===== config.mk =====
export PLATFORM = sky130hd
export DESIGN_NAME = mpgpio_top
export DESIGN_NICKNAME = d
export VERILOG_FILES = /design/src/verilog/mpgpio_pkg.sv /design/src/verilog/mpgpio_top.sv /design/src/verilog/mpgpio_edge_detect.sv
export SDC_FILE = /design/constraint.sdc
export NUM_CORES = 1
export LEC_CHECK = 0
export ABC_AREA = 1
export BUFFER_PORTS_ARGS = -buffer_cell sky130_fd_sc_hd__buf_2
export CELL_PAD_IN_SITES_DETAIL_PLACEMENT = 1
export CELL_PAD_IN_SITES_GLOBAL_PLACEMENT = 2
export CORE_ASPECT_RATIO = 0.5
export CORE_MARGIN = 2
export CORE_UTILIZATION = 34
export CTS_CLUSTER_SIZE = 25
export DETAILED_ROUTE_END_ITERATION = 6
export PLACE_DENSITY = 0.94
export SLEW_MARGIN = 20
export SYNTH_ARGS = -nofsm -noshare
export SYNTH_HDL_FRONTEND = slang
export SYNTH_SLANG_ARGS = --single-unit
export TNS_END_PERCENT = 10

===== constraint.sdc =====
create_clock -name sys_clk -period 3.1 [get_ports sys_clk]
set_input_delay 0.31 -clock sys_clk [delete_from_list [all_inputs] [get_ports sys_clk]]
set_output_delay 0.31 -clock sys_clk [all_outputs]
set_load 0.005 [all_outputs]

===== src/verilog/mpgpio_pkg.sv =====
package mpgpio_pkg;
  // ------------------------------------------------------------
  // register offsets
  // ------------------------------------------------------------
  localparam logic [7:0] ADDR_PIN_FUNCTION_SELECT = 8'hE0;
  localparam logic [7:0] ADDR_PIN_DIRECTION = 8'hE1;
  localparam logic [7:0] ADDR_PIN_DRIVE_TYPE = 8'hE2;
  localparam logic [7:0] ADDR_PIN_LEVEL_IN = 8'hE3;
  localparam logic [7:0] ADDR_PIN_LEVEL_OUT = 8'hE4;
  localparam logic [7:0] ADDR_PIN_CHANGE_ALERT_ENABLE = 8'hE5;
  localparam logic [7:0] ADDR_PIN_CHANGE_STATUS = 8'hE6;

  // ------------------------------------------------------------
  // reset values
  // ------------------------------------------------------------
  localparam logic [7:0] RST_PIN_FUNCTION_SELECT = 8'h01;
  localparam logic [7:0] RST_PIN_DIRECTION = 8'h00;
  localparam logic [7:0] RST_PIN_DRIVE_TYPE = 8'h00;
  localparam logic [7:0] RST_PIN_LEVEL_OUT = 8'h00;
  localparam logic [7:0] RST_PIN_CHANGE_ALERT_ENABLE = 8'h00;
  localparam logic [5:0] RST_PIN_CHANGE_STATUS = 6'h00;

  // ------------------------------------------------------------
  // field positions in pin_function_select / pin_drive_type
  // ------------------------------------------------------------
  localparam int FIRST_PULSE_PIN_ENABLE_BIT = 7;
  localparam int THIRD_ALERT_PIN_FUNCTION_LSB = 5;
  localparam int SECOND_ALERT_PIN_FUNCTION_LSB = 3;
  localparam int SECOND_PULSE_PIN_FUNCTION_BIT = 2;
  localparam int SECOND_TACH_PIN_FUNCTION_BIT = 1;
  localparam int CLOCK_PIN_FUNCTION_BIT = 0;
  localparam int FIRST_PULSE_DRIVE_TYPE_BIT = 6;
  localparam int NUM_PINS = 6;

  // alert-pin function field codes
  localparam logic [1:0] ALERT_FN_DIODE = 2'h0;
  localparam logic [1:0] ALERT_FN_PULSE = 2'h3;

  // shared-pin indices (0 = clock pin ... 5 = sixth plain pin)
  localparam int PIN_CLOCK = 0;
  localparam int PIN_SECOND_TACH = 1;
  localparam int PIN_PULSE2 = 2;
  localparam int PIN_ALERT2 = 3;
  localparam int PIN_ALERT3 = 4;

  // ------------------------------------------------------------
  // bus carriers
  // ------------------------------------------------------------
  typedef struct packed {
    logic wrEn;
    logic rdEn;
    logic [7:0] addr;
    logic [7:0] wrData;
  } mpgpio_req_s;

  // pad carrier: open-drain style, oeN low while driving
  typedef struct packed {
    logic out;
    logic oeN;
  } mpgpio_pad_s;
endpackage


===== src/verilog/mpgpio_top.sv =====
`timescale 1ns/1ps
// Operation
// - enable clear: first pin is diode-one alert
// - enable set: pin outputs pulse, high-side off
// - third alert field: alert, I/O, pulse four
// - pulse four ignored unless selected
// - second alert field: alert, I/O, pulse three
// - function clear: pulse two out, linear driver off
// - function set: I/O pin, linear driver on
// - tach bit set: I/O, speed loop forced off
// - clock bit clear: clock input, else I/O
// - direction bits: 0 input, 1 output
// - drive type for outputs; alerts open drain
// - first pulse drive: 0 open drain, 1 push-pull
// - pin drive bits: 0 open drain, 1 push-pull
// - input register shows levels of pins 0..5; first pin not read
// - input change asserts alert unless masked
// - open drain: 1 releases, 0 drives low
// - push-pull drives output bit level directly
// - enable bits gate alert, inputs only
// - change flag sticky until status read
module mpgpio_top #(
  parameter int NPINS = mpgpio_pkg::NUM_PINS
) (
  input wire logic sys_clk,
  input wire logic rst,
  input wire mpgpio_pkg::mpgpio_req_s busReq,
  output logic [7:0] busRdData,
  input wire logic diodeOneAlert,
  input wire logic diodeTwoAlert,
  input wire logic diodeThreeAlert,
  input wire logic firstPulseChannel,
  input wire logic secondPulseChannel,
  input wire logic thirdPulseChannel,
  input wire logic fourthPulseChannel,
  input wire logic secondSpeedLoopEnableReq,
  input wire logic gpioMaskN,
  input wire logic firstPinIn,
  output mpgpio_pkg::mpgpio_pad_s firstPinPad,
  input wire logic [NPINS-1:0] pinIn,
  output mpgpio_pkg::mpgpio_pad_s [NPINS-1:0] pinPad,
  output logic highSideDriverEnable,
  output logic linearDriverEnable,
  output logic linearDriverOutputHiZ,
  output logic secondSpeedLoopEnable,
  output logic secondTachometerInput,
  output logic speedControlClock,
  output logic gpioChangeAlertN,
  output logic gpioStatusAny
);
  // ------------------------------------------------------------
  // registers
  // ------------------------------------------------------------
  logic [7:0] pinFunctionSelect;
  logic [NPINS-1:0] pinDirection;
  logic [6:0] pinDriveType;
  logic [NPINS-1:0] pinLevelOut;
  logic [NPINS-1:0] pinChangeAlertEnable;
  logic [NPINS-1:0] pinChangeFlag;
  logic [NPINS-1:0] pinLevel;
  logic [NPINS-1:0] pinChanged;
  logic [NPINS-1:0] isGpio;
  logic [NPINS-1:0] isGpioIn;
  logic [NPINS-1:0] isPulse;
  logic [NPINS-1:0] pulseLevel;
  logic [NPINS-1:0] next_pinChangeFlag;
  logic firstPulsePinEnable;
  logic [1:0] thirdAlertPinFunction;
  logic [1:0] secondAlertPinFunction;
  logic secondPulsePinFunction;
  logic secondTachPinFunction;
  logic clockPinFunction;
  logic firstPulseDriveType;
  logic [NPINS-1:0] pinDriveTypeBit;

  // 00 alert, 11 pulse, others plain I/O
  function automatic logic alertFieldIsGpio(input logic [1:0] fn);
    alertFieldIsGpio = (fn != mpgpio_pkg::ALERT_FN_DIODE) && (fn != mpgpio_pkg::ALERT_FN_PULSE);
  endfunction

  function automatic logic alertFieldIsPulse(input logic [1:0] fn);
    alertFieldIsPulse = (fn == mpgpio_pkg::ALERT_FN_PULSE);
  endfunction

  // pad from drive type: push-pull drives either level, open drain only low
  function automatic mpgpio_pkg::mpgpio_pad_s drivePad(input logic level, input logic pushPull);
    drivePad.out = pushPull ? level : 1'b0;
    drivePad.oeN = pushPull ? 1'b0 : level;
  endfunction

  assign firstPulsePinEnable = pinFunctionSelect[mpgpio_pkg::FIRST_PULSE_PIN_ENABLE_BIT];
  assign thirdAlertPinFunction = pinFunctionSelect[mpgpio_pkg::THIRD_ALERT_PIN_FUNCTION_LSB +: 2];
  assign secondAlertPinFunction = pinFunctionSelect[mpgpio_pkg::SECOND_ALERT_PIN_FUNCTION_LSB +: 2];
  assign secondPulsePinFunction = pinFunctionSelect[mpgpio_pkg::SECOND_PULSE_PIN_FUNCTION_BIT];
  assign secondTachPinFunction = pinFunctionSelect[mpgpio_pkg::SECOND_TACH_PIN_FUNCTION_BIT];
  assign clockPinFunction = pinFunctionSelect[mpgpio_pkg::CLOCK_PIN_FUNCTION_BIT];
  assign firstPulseDriveType = pinDriveType[mpgpio_pkg::FIRST_PULSE_DRIVE_TYPE_BIT];
  assign pinDriveTypeBit = pinDriveType[NPINS-1:0];

  // ------------------------------------------------------------
  // register writes
  // ------------------------------------------------------------
  always_ff @(posedge sys_clk or posedge rst) begin
    if (rst) begin
      pinFunctionSelect <= mpgpio_pkg::RST_PIN_FUNCTION_SELECT;
    end else if (busReq.wrEn && busReq.addr == mpgpio_pkg::ADDR_PIN_FUNCTION_SELECT) begin
      pinFunctionSelect <= busReq.wrData;
    end
  end

  always_ff @(posedge sys_clk or posedge rst) begin
    if (rst) begin
      pinDirection <= mpgpio_pkg::RST_PIN_DIRECTION[NPINS-1:0];
    end else if (busReq.wrEn && busReq.addr == mpgpio_pkg::ADDR_PIN_DIRECTION) begin
      pinDirection <= busReq.wrData[NPINS-1:0];
    end
  end

  always_ff @(posedge sys_clk or posedge rst) begin
    if (rst) begin
      pinDriveType <= mpgpio_pkg::RST_PIN_DRIVE_TYPE[6:0];
    end else if (busReq.wrEn && busReq.addr == mpgpio_pkg::ADDR_PIN_DRIVE_TYPE) begin
      pinDriveType <= busReq.wrData[6:0];
    end
  end

  always_ff @(posedge sys_clk or posedge rst) begin
    if (rst) begin
      pinLevelOut <= mpgpio_pkg::RST_PIN_LEVEL_OUT[NPINS-1:0];
    end else if (busReq.wrEn && busReq.addr == mpgpio_pkg::ADDR_PIN_LEVEL_OUT) begin
      pinLevelOut <= busReq.wrData[NPINS-1:0];
    end
  end

  always_ff @(posedge sys_clk or posedge rst) begin
    if (rst) begin
      pinChangeAlertEnable <= mpgpio_pkg::RST_PIN_CHANGE_ALERT_ENABLE[NPINS-1:0];
    end else if (busReq.wrEn && busReq.addr == mpgpio_pkg::ADDR_PIN_CHANGE_ALERT_ENABLE) begin
      pinChangeAlertEnable <= busReq.wrData[NPINS-1:0];
    end
  end

  // ------------------------------------------------------------
  // pin function decode
  // ------------------------------------------------------------
  always_comb begin
    isGpio = '1;
    isPulse = '0;
    pulseLevel = '0;
    isGpio[mpgpio_pkg::PIN_CLOCK] = clockPinFunction;
    isGpio[mpgpio_pkg::PIN_SECOND_TACH] = secondTachPinFunction;
    isGpio[mpgpio_pkg::PIN_PULSE2] = secondPulsePinFunction;
    isPulse[mpgpio_pkg::PIN_PULSE2] = !secondPulsePinFunction;
    pulseLevel[mpgpio_pkg::PIN_PULSE2] = secondPulseChannel;
    isGpio[mpgpio_pkg::PIN_ALERT2] = alertFieldIsGpio(secondAlertPinFunction);
    isPulse[mpgpio_pkg::PIN_ALERT2] = alertFieldIsPulse(secondAlertPinFunction);
    pulseLevel[mpgpio_pkg::PIN_ALERT2] = thirdPulseChannel;
    isGpio[mpgpio_pkg::PIN_ALERT3] = alertFieldIsGpio(thirdAlertPinFunction);
    isPulse[mpgpio_pkg::PIN_ALERT3] = alertFieldIsPulse(thirdAlertPinFunction);
    pulseLevel[mpgpio_pkg::PIN_ALERT3] = fourthPulseChannel;
  end

  assign isGpioIn = isGpio & ~pinDirection;

  // ------------------------------------------------------------
  // pad drivers
  // ------------------------------------------------------------
  genvar gi;
  generate
    for (gi = 0; gi < NPINS; gi++) begin : g_pad
      always_comb begin
        if (isGpio[gi] && pinDirection[gi]) begin
          pinPad[gi] = drivePad(pinLevelOut[gi], pinDriveTypeBit[gi]);
        end else if (isPulse[gi]) begin
          pinPad[gi] = drivePad(pulseLevel[gi], pinDriveTypeBit[gi]);
        end else if (gi == mpgpio_pkg::PIN_ALERT2 && !isGpio[gi]) begin
          pinPad[gi] = drivePad(diodeTwoAlert, 1'b0);
        end else if (gi == mpgpio_pkg::PIN_ALERT3 && !isGpio[gi]) begin
          pinPad[gi] = drivePad(diodeThreeAlert, 1'b0);
        end else begin
          // input or dedicated input function: released
          pinPad[gi] = drivePad(1'b1, 1'b0);
        end
      end
    end
  endgenerate

  // first shared pin: alert is active low and always open drain
  always_comb begin
    if (firstPulsePinEnable) begin
      firstPinPad = drivePad(firstPulseChannel, firstPulseDriveType);
    end else begin
      firstPinPad = drivePad(diodeOneAlert, 1'b0);
    end
  end

  assign highSideDriverEnable = !firstPulsePinEnable;
  assign linearDriverEnable = secondPulsePinFunction;
  assign linearDriverOutputHiZ = !secondPulsePinFunction;
  assign secondSpeedLoopEnable = secondSpeedLoopEnableReq && !secondTachPinFunction;
  assign secondTachometerInput = secondTachPinFunction ? 1'b0 : pinLevel[mpgpio_pkg::PIN_SECOND_TACH];
  assign speedControlClock = clockPinFunction ? 1'b0 : pinLevel[mpgpio_pkg::PIN_CLOCK];

  // ------------------------------------------------------------
  // input sampling and change status
  // ------------------------------------------------------------
  mpgpio_edge_detect #(
    .WIDTH(NPINS)
  ) u_edge (
    .sys_clk(sys_clk),
    .rst(rst),
    .padIn(pinIn),
    .level(pinLevel),
    .changed(pinChanged)
  );

  logic statusRead;
  assign statusRead = busReq.rdEn && busReq.addr == mpgpio_pkg::ADDR_PIN_CHANGE_STATUS;

  // a new change in the read cycle survives the clear
  always_comb begin
    next_pinChangeFlag = statusRead ? '0 : pinChangeFlag;
    next_pinChangeFlag = next_pinChangeFlag | (pinChanged & isGpioIn);
  end

  always_ff @(posedge sys_clk or posedge rst) begin
    if (rst) begin
      pinChangeFlag <= mpgpio_pkg::RST_PIN_CHANGE_STATUS;
    end else begin
      pinChangeFlag <= next_pinChangeFlag;
    end
  end

  // alert stays asserted while gpioMaskN is high and an enabled flag of a GPIO input stands
  always_ff @(posedge sys_clk or posedge rst) begin
    if (rst) begin
      gpioChangeAlertN <= 1'b1;
    end else begin
      gpioChangeAlertN <= !(gpioMaskN && |(next_pinChangeFlag & pinChangeAlertEnable & isGpioIn));
    end
  end

  always_ff @(posedge sys_clk or posedge rst) begin
    if (rst) begin
      gpioStatusAny <= 1'b0;
    end else begin
      gpioStatusAny <= |next_pinChangeFlag;
    end
  end

  // ------------------------------------------------------------
  // read data
  // ------------------------------------------------------------
  always_ff @(posedge sys_clk or posedge rst) begin
    if (rst) begin
      busRdData <= 8'h00;
    end else if (busReq.rdEn) begin
      case (busReq.addr)
        mpgpio_pkg::ADDR_PIN_FUNCTION_SELECT: busRdData <= pinFunctionSelect;
        mpgpio_pkg::ADDR_PIN_DIRECTION: busRdData <= {2'h0, pinDirection};
        mpgpio_pkg::ADDR_PIN_DRIVE_TYPE: busRdData <= {1'h0, pinDriveType};
        mpgpio_pkg::ADDR_PIN_LEVEL_IN: busRdData <= {2'h0, pinLevel};
        mpgpio_pkg::ADDR_PIN_LEVEL_OUT: busRdData <= {2'h0, pinLevelOut};
        mpgpio_pkg::ADDR_PIN_CHANGE_ALERT_ENABLE: busRdData <= {2'h0, pinChangeAlertEnable};
        mpgpio_pkg::ADDR_PIN_CHANGE_STATUS: busRdData <= {2'h0, pinChangeFlag};
        default: busRdData <= 8'h00;
      endcase
    end
  end
endmodule // mpgpio_top


===== src/verilog/mpgpio_edge_detect.sv =====
`timescale 1ns/1ps
// two-flop synchroniser followed by change detector for every pin
module mpgpio_edge_detect #(
  parameter int WIDTH = 6
) (
  input wire logic sys_clk,
  input wire logic rst,
  input wire logic [WIDTH-1:0] padIn,
  output logic [WIDTH-1:0] level,
  output logic [WIDTH-1:0] changed
);
  logic [WIDTH-1:0] syncStage;
  logic [WIDTH-1:0] syncLevel;
  logic [WIDTH-1:0] prevLevel;
  // marks which pipeline stages hold real samples since reset
  logic [2:0] filled;

  // first stage feeds only the second stage
  always_ff @(posedge sys_clk or posedge rst) begin
    if (rst) begin
      syncStage <= '0;
      syncLevel <= '0;
    end else begin
      syncStage <= padIn;
      syncLevel <= syncStage;
    end
  end

  always_ff @(posedge sys_clk or posedge rst) begin
    if (rst) begin
      prevLevel <= '0;
      filled <= 3'h0;
    end else begin
      prevLevel <= syncLevel;
      filled <= {filled[1:0], 1'b1};
    end
  end

  assign level = syncLevel;
  // one event per settled transition; reset zeros are not pin levels, so no false edge after reset
  assign changed = filled[2] ? (syncLevel ^ prevLevel) : '0;
endmodule // mpgpio_edge_detect


==> results.tsv, run 1 <==
metric	value	unit
run_status	completed	
fin_ws	1.165	ns
numCtsBuffers	9	
core-area	9384	µm²
synth_edf_count	0	
finalSetupViolCount	0	
crit_path_max_incr_delay	0.40	ns
clock_latency	0.34	ns
worstPathArrival	1.62	ns
worstPathCellList	ha_1 > nand2_1 > o21ai_0 > a21oi_1 > buf_2	
critical_path.endpoint_type	output pin	
crit_path_max_fanout	4	
hp-class	input port to asynchronous set/reset pin	
ys_seq_area_share	53.72	%
slowest_stage	dfrtp_1	
multi_input_area	1276	µm²
hpwl	6.677	mm
n_fill_cell	1160	
final_common_cell	nand2_1	
fin_skew	0.004771	ns
clock-sinks	70	
drtIter0Drc	151	
postLayoutCellArea	3999	µm²
worst_pin_slew	0.6006	ns
powerDensity	546.8	nW/µm²
synthCells	389	
required	2.79	ns
largestRegisters	busRdData (8), pinFunctionSelect (8), pinDriveType (7)	
final_cell_mix	101 x nand2_1, 68 x dfrtp_1, 64 x buf_2	
syn_area_per_cell	8.395	µm²
cts_tree	built	
cts_hold_buffers	0	
clk_path_buf_depth	2	
startpoint_type	flip-flop	
vias	2798	
firstDrtPassIters	4	
die_area	10450	µm²
yosys_warnings	0	
wire_per_inst	15.42	µm
grt_max_degree	44	
ys_ff_latch	70	
routed_wl	9.003	mm
grt-ovfl-total	0	
path_buf_inv	1	
synth_cell_type_count	31	
p_leak	0.001961	µW
hold_viol	0	
synth-main-ff-cell	dfrtp_1	
syn2layout_area_growth	22.45	%
place.gp.congestion	0.8014	
report.final.slew_viol_count	0	
rsz0062_at_grt	false	
async_reset_ff_share	100.0	%
num-nets-final	496	
regArea	1754	µm²
die_w	142.6	µm
maxCapViolations	0	
syn-num-nets	427	
antenna_found_initial	0	
grt_pass1_wl	14.92	mm
drive_above_1_share	22.68	%
path_clk_slew	0.06	ns
vdd_ir_drop_max	0.2973	mV
crit_family	flip-flops	
drt-vias-per-instance	4.791	
cts_setup_buffers	0	
grt_use_total	19.14	%
fin_setup_tns	0	ns
cts_max_level	3	
netlist_area	3266	µm²
slew_headroom	59.85	%
place_area	3697	µm²
cts_root_buf	clkbuf_16	
worstSetupPathType	flip-flop to output pin	
port-buffer-count	64	
min_period	1.935	ns
rows	25	
max_freq	0.5169	GHz
dpl_worst_slack	1.218	ns
start_util	34.80	%
drcViolationCount	0	
diodes	0	
finalCritPeriodShare	62.41	%
grt_pass1_vias	2930	
final_antenna_net_count	0	
fp.dieH	73.30	µm
ios	66	
ctsResizeCount	0	
per-layer routing:
| metal | track usage, % | vias to the layer above | part of all wire (%) | wire, µm |
|---|---|---|---|---|
| met2 | 29.97 | 53 | 45 | 4035 |
| li1 | - | 1384 | - | - |
| met5 | 0 | - | 0 | 0 |
| met4 | 6.381 | 0 | 1.9 | 173 |
| met3 | 5.737 | 16 | 3.8 | 340 |
| met1 | 25.75 | 1345 | 49 | 4454 |
path summary, 6_finish.rpt:
kind	startpoint	to	slack (ns)	cells past startpoint
hold / removal	rst	u_edge.syncStage[2]$_DFF_PP0_	0.04	3
max in group asynchronous	rst	busRdData[0]$_DFFE_PP0P_	2.59	3
setup / recovery	pinFunctionSelect[3]$_DFFE_PP0P_	pinPad[7]	1.17	5
min in group sys_clk	pinIn[2]	u_edge.syncStage[2]$_DFF_PP0_	0.08	1
setup reg to reg	pinFunctionSelect[3]$_DFFE_PP0P_	gpioChangeAlertN$_DFF_PP1_	1.54	10
hold reg to reg	u_edge.syncStage[0]$_DFF_PP0_	u_edge.level[0]$_DFF_PP0_	0.35	0
report_power, final:
| part | switching, µW | internal, µW | leakage [µW] | total (µW) |
|---|---|---|---|---|
| logic | 106 | 57.0 | 0.000942 | 163 |
| registers | 30.4 | 956 | 0.000877 | 987 |
| clock network | 393 | 644 | 0.000142 | 1040 |
| total | 529 | 1660 | 0.00196 | 2190 |
layout make-up:
class | count | share of cell area (%)
clock buffer | 11 | 6.070
timing repair buffer | 66 | 8.385
tap | 121 | 3.786
inverter | 48 | 4.506
multi-input combinational | 263 | 31.91
sequential | 70 | 43.87
clock inverter | 5 | 1.471
synthesized netlist by cell type, types with 2 or more instances:
cell type  instances  area [µm²]
nand3_2            2       20.02
dfstp_2            2       52.55
nand3_1           22       110.1
o21ai_0           12       60.06
nand2_2            8       50.05
nor2_1            38       142.6
nand2_1          101       379.1
nor4_1             2       12.51
dfrtp_1           68        1702
o22ai_1            4       25.02
xor2_1             5       43.79
o211ai_1           2       15.01
ha_1               2       25.02
o31ai_1            3       22.52
buf_2              5       25.02
o21ai_1           36       180.2
buf_6              2       22.52
nor3_1             5       25.02
inv_1             42       157.7
a31oi_1            2       12.51
inv_2              5       18.77
nor2_8             2       40.04
a21oi_1           11       55.05
metrics by stage:
stage | instances | power, µW | utilization [%] | hold WS, ns
after global routing | 584 | 2280 | 42.61 | 0.05991
after floorplan | 389 | 1093 | - | 0.3312
final | 584 | 2186 | 42.61 | 0.04271
after CTS | 584 | 2212 | 42.61 | 0.04778
after global placement | 568 | 1158 | 39.40 | 0.3315
after detailed placement | 568 | 1166 | 39.40 | 0.3358
cell families after synthesis:
kind of cell               after synthesis  synth area share (%)
other                                    1                0.1148
and+or+nand+nor                        184                 25.25
adders and majority gates                2                0.7662
xor gates and xnor gates                 5                 1.341
buffers and inverters                   56                 7.203
AOI/OAI and AO/OA                       71                 11.61
DFF                                     70                 53.72
tightest hold or removal path, cell delays in order:
cell and delay (ns):
buf_2 0.11, inv_2 0.05, buf_4 0.32
No activity file was read; power rests on OpenSTA's default activity.
==> inputs of run 2 (changes only) <==
- CORE_UTILIZATION: 34 -> 32
- PLACE_DENSITY: 0.94 -> 0.9
- clock period: 3.1 -> 1.9 ns (I/O delays scaled with it)
==> run 2 against run 1 <==
Effect of this change: final area increased by 4.9%; largest power group unchanged; sequential power increased by 63%; via count increased by 3.6%; register-to-register slack got worse by 1.2 ns; highest routed layer unchanged; clock power increased by 88%; global-route usage decreased by 0.61 points; flip-flop and latch count unchanged; routed wire length increased by 3.8%; die area increased by 6.0%.
==> results.tsv, run 2 (synthesis gave the netlist of run 1 again) <==
metric	value	unit	change
final_antenna_net_count	0		unchanged
cts_setup_buffers	0		unchanged
cts_root_buf	clkbuf_16		
port-buffer-count	64		unchanged
drive_above_1_share	23.32	%	+0.64 points
cts_hold_buffers	8		+8
firstDrtPassIters	5		+1
finalSetupViolCount	0		unchanged
die_w	146.9	µm	+3.0%
diodes	0		unchanged
grt_use_total	18.53	%	-0.61 points
clock_latency	0.33	ns	about the same
grt_pass1_wl	15.76	mm	+5.6%
rsz0062_at_grt	false		
powerDensity	919.8	nW/µm²	+68%
drt-vias-per-instance	4.743		-1.0%
fin_setup_tns	0	ns	unchanged
startpoint_type	flip-flop		
place.gp.congestion	0.7956		-0.72%
drcViolationCount	0		unchanged
worstPathArrival	1.59	ns	-0.03 ns
vdd_ir_drop_max	0.4694	mV	+58%
min_path_cells	3		
maxCapViolations	0		unchanged
start_util	33.79	%	-1.0 points
crit_family	flip-flops		
timing.rr.start	pinFunctionSelect[6]$_DFFE_PP0P_		
critical_path.endpoint_type	output pin		
finalCritPeriodShare	93.56	%	
grt_pass1_vias	3112		+6.2%
cts_tree	built		
grt_max_degree	31		-30%
path_buf_inv	1		unchanged
path_clk_slew	0.06	ns	about the same
reg2reg_slack	0.30	ns	-1.24 ns
worstHoldStart	busReq[7]		
slowest_stage	dfrtp_1		
drtIter0Drc	100		-34%
num-nets-final	509		+2.6%
min_period	1.778	ns	
fp.dieH	75.43	µm	+2.9%
vias	2898		+3.6%
worstPathCellList	ha_1 > nor2_1 > nor2_1 > a31oi_1 > a21oi_1 > buf_2		
worstReg2RegEnd	gpioChangeAlertN$_DFF_PP1_		
hold_viol	0		unchanged
worstSetupPathType	flip-flop to output pin		
cpMostUsedCell	nor2_1		
ios	66		unchanged
routed_wl	9.345	mm	+3.8%
crit_path_max_fanout	3		-1
cts_max_level	3		unchanged
wire_per_inst	15.29	µm	-0.79%
largestRegisters	busRdData (8), pinFunctionSelect (8), pinDriveType (7)		
hpwl	6.906	mm	+3.4%
rows	25		unchanged
antenna_found_initial	0		unchanged
required	1.71	ns	-1.08 ns
n_fill_cell	1172		+1.0%
grt-ovfl-total	0		unchanged
die_area	11080	µm²	+6.0%
dpl_worst_slack	0.3469	ns	-0.8710 ns
worst-path-stages	6		+1
ctsResizeCount	0		unchanged
holdPathEnd	pinFunctionSelect[7]$_DFFE_PP0P_		
regArea	1754	µm²	unchanged
clock-sinks	70		unchanged
multi_input_area	1276	µm²	unchanged
report.final.slew_viol_count	0		unchanged
final_cell_mix	101 x nand2_1, 68 x dfrtp_1, 64 x buf_2		
p_leak	0.002050	µW	+4.6%
r2r_cells	8		-2
max_freq	0.5626	GHz	
fin_ws	0.1224	ns	-1.043 ns
core-area	9666	µm²	+3.0%
syn2layout_area_growth	28.51	%	
clk_path_buf_depth	2		unchanged
fin_skew	0.007163	ns	+0.002392 ns
run_status	completed		
numCtsBuffers	9		unchanged
final_common_cell	nand2_1		
hp-class	input port to flip-flop		
crit_path_max_incr_delay	0.40	ns	about the same
run 2: cell types whose count changed in the layout (fill, tap and decap cells not counted):
cell,previous run,this run
bufinv_16,1,3
clkinv_2,1,2
clkbuf_1,1,0
buf_12,0,1
buf_4,2,6
inv_2,6,5
clkinvlp_4,2,1
dlygate4sd3_1,0,8
run 2: metal layers:
metal	global-route usage (%)	vias to the layer above	part of all wire, %
met4	5.933	0	1.3
met1	24.98	1414	50
met2	30.62	57	44
li1	-	1416	-
met5	0	-	0
met3	4.072	11	4.4
run 2: where the power goes:
group          internal (µW)  leakage (µW)  switching (µW)  total [µW]
Combinational            110       0.00100             176         286
Sequential              1560      0.000877            50.6        1610
Clock                   1320      0.000172             648        1960
run 2: layout make-up:
| type | count | area share, % |
|---|---|---|
| Clock buffer | 10 | 5.695 |
| Clock inverter | 6 | 2.594 |
| Inverter | 48 | 4.383 |
| Multi-Input combinational cell | 263 | 30.41 |
| Sequential cell | 70 | 41.80 |
| Tap cell | 135 | 4.025 |
| Timing Repair Buffer | 79 | 11.09 |
run 2: through the flow:
step,power [µW],area [µm²],util (%),hold WS [ns],std cells
floorplan,1783,3269,-,0.2214,389
global placement,1899,3769,38.99,0.2138,587
detailed placement,1910,3769,38.99,0.2171,587
CTS,3895,4197,43.42,0.09644,611
global route,4010,4197,43.42,0.1156,611
finish,3860,4197,43.42,0.1033,611
run 2: how the worst max path moves through the flow:
stage                                           from                    endpoint  slack, ns
global route        pinFunctionSelect[3]$_DFFE_PP0P_                   pinPad[7]       0.03
floorplan           pinFunctionSelect[5]$_DFFE_PP0P_  gpioChangeAlertN$_DFF_PP1_       0.63
finish              pinFunctionSelect[3]$_DFFE_PP0P_                   pinPad[6]       0.12
CTS                 pinFunctionSelect[3]$_DFFE_PP0P_                   pinPad[6]       0.10
global placement                          busReq[12]    busRdData[1]$_DFFE_PP0P_       0.39
detailed placement                        busReq[12]    busRdData[1]$_DFFE_PP0P_       0.35
run 2: worst min-delay path, delay by kind of cell:
kind            cells  cell delay (ns)
compound gates      1             0.09
simple gates        1             0.04
buf+inv             1             0.08
==> inputs of run 3 (changes only) <==
- CORE_UTILIZATION: 32 -> 29
- PLACE_DENSITY: 0.9 -> 0.87
- clock period: 1.9 -> 1.5 ns (I/O delays scaled with it)
==> run 3 against run 2 <==
Effect of this change: the run now ends with setup timing left; final cell count increased by 3.4%; worst setup slack got worse by 0.31 ns; first-iteration DRC count increased by 15%; non-clock buffer count increased by 11; core utilization decreased by 3.6 points; register-to-register slack got worse by 0.22 ns; critical endpoint unchanged.
==> results.tsv, run 3 (synthesis gave the netlist of run 1 again) <==
metric	value	unit	change
grt_pass1_wl	15.85	mm	+0.57%
clk_path_buf_depth	2		unchanged
startpoint_type	flip-flop		
critical_path.endpoint_type	output pin		
rsz0062_at_grt	true		
diodes	0		unchanged
place_area	3861	µm²	+2.5%
path_clk_slew	0.06	ns	about the same
start_util	29.74	%	-4.0 points
drive_above_1_share	27.72	%	+4.4 points
p_leak	0.002120	µW	+3.4%
crit_path_max_incr_delay	0.43	ns	+0.03 ns
regArea	1757	µm²	+0.14%
timing.hold.ws	0.05944	ns	-0.04382 ns
worstSetupPathType	flip-flop to output pin		
grt_max_degree	32		+3.2%
postLayoutCellArea	4372	µm²	+4.2%
path_buf_inv	1		unchanged
worstPathCellList	ha_4 > nor2_2 > nor2_1 > a31oi_1 > a21oi_1 > buf_2		
ios	66		unchanged
slew_headroom	66.39	%	
clock_latency	0.33	ns	about the same
multi_input_area	1350	µm²	+5.8%
finalPower	4879	µW	+26%
numCtsBuffers	9		unchanged
worstPathArrival	1.54	ns	-0.05 ns
hpwl	6.991	mm	+1.2%
largestRegisters	busRdData (8), pinFunctionSelect (8), pinDriveType (7)		
final_common_cell	nand2_1		
drtIter0Drc	115		+15%
hp-class	input port to flip-flop		
powerDensity	1116	nW/µm²	+21%
grt-ovfl-total	0		unchanged
wire_per_inst	14.90	µm	-2.6%
num-nets-final	520		+2.2%
place.gp.congestion	0.7952		about the same
cts_max_level	3		unchanged
finalCritPeriodShare	112.4	%	
die_w	154.1	µm	+4.9%
final_antenna_net_count	0		unchanged
fp.dieH	79.04	µm	+4.8%
antenna_found_initial	0		unchanged
maxCapViolations	0		unchanged
grt_use_total	16.87	%	-1.7 points
fin_skew	0.002098	ns	-0.005065 ns
final_cell_mix	99 x nand2_1, 66 x dfrtp_1, 64 x buf_2		
drcViolationCount	0		unchanged
min_period	1.686	ns	
finalSetupViolCount	4		+4
worst_pin_slew	0.5030	ns	
firstDrtPassIters	4		-1
port-buffer-count	64		unchanged
slowest_stage	dfrtp_2		
vias	2910		+0.41%
cts_root_buf	clkbuf_16		
grt_pass1_vias	3184		+2.3%
required	1.35	ns	-0.36 ns
max_freq	0.5930	GHz	
drt-vias-per-instance	4.604		-2.9%
dpl_worst_slack	-0.006077	ns	-0.3529 ns
crit_path_max_fanout	3		unchanged
report.final.slew_viol_count	0		unchanged
core-area	10980	µm²	+14%
cts_tree	built		
vdd_ir_drop_max	0.5741	mV	+22%
run_status	finished with violations		
clock-sinks	70		unchanged
routed_wl	9.418	mm	+0.78%
syn2layout_area_growth	33.87	%	
die_area	12180	µm²	+9.9%
n_fill_cell	1321		+13%
fin_ws	-0.1863	ns	-0.3088 ns
crit_family	flip-flops		
hold_viol	0		unchanged
violations	setup timing		
rows	27		+8.0%
## run 3: cell types whose count changed in the layout (fill, tap and decap cells not counted), moves of 3 or more
cell     previous run  this run
buf_4               6        16
nor2_1             38        34
nor2_2              0         4
o21ai_0            12         9
## run 3: repair_timing
item | 4_1_cts | 5_1_grt
endpoints found under the setup margin | 8 | 9
pin swaps | 2 | 2
setup buffers | 0 | 2
hold buffers | 8 | 0
endpoints found under the hold margin | 26 | 0
gates resized for setup | 8 | 12
## run 3: final timing paths
kind / endpoint / cells past startpoint / slack [ns] / from
max: pinPad[6] / 6 / -0.19 / pinFunctionSelect[4]$_DFFE_PP0P_
min: pinFunctionSelect[7]$_DFFE_PP0P_ / 3 / 0.06 / busReq[7]
max reg2reg: gpioChangeAlertN$_DFF_PP1_ / 10 / 0.08 / pinFunctionSelect[3]$_DFFE_PP0P_
min reg2reg: u_edge.level[0]$_DFF_PP0_ / 0 / 0.35 / u_edge.syncStage[0]$_DFF_PP0_
max in group asynchronous: gpioChangeAlertN$_DFF_PP1_ / 4 / 0.55 / rst
min in group asynchronous: u_edge.syncStage[2]$_DFF_PP0_ / 3 / 0.40 / rst
## run 3: where the power goes
part / internal (µW) / switching (µW) / leakage (µW) / total [µW]
Clock: 1630 / 813 / 0.000160 / 2440
Sequential: 1980 / 67.3 / 0.000874 / 2040
Combinational: 158 / 233 / 0.00109 / 390
Total: 3770 / 1110 / 0.00212 / 4880
## run 3: worst reg2reg max path, delay by kind of cell (launching register included)
kind / cells / cell delay (ns)
buffers and inverters: 1 / 0.07
adder cells (fa/ha/maj): 1 / 0.31
flip-flops: 1 / 0.42
AND/OR/NAND/NOR: 8 / 0.57
## run 3: final cells by class
cell class,instances,area share [%]
clock buffer,11,5.323
clock inverter,5,2.433
inverter,48,4.207
multi-input combinational,263,30.88
sequential,70,40.18
tap,145,4.150
timing repair buffer,90,12.82
## run 3: through the flow
stage          util, %  setup TNS (ns)  cells
3_3_place_gp     35.17               0    606
2_1_floorplan        -               0    389
3_5_place_dp     35.17       -0.006077    606
5_1_grt          39.82          -1.043    632
6_report         39.82         -0.5785    632
4_1_cts          39.27         -0.7673    630
## run 3: routing by layer
layer | wire length, µm | global-route usage [%]
met1 | 4420 | 21.98
met2 | 4420 | 27.67
met3 | 491 | 5.459
met4 | 86 | 3.645
met5 | 0 | 0
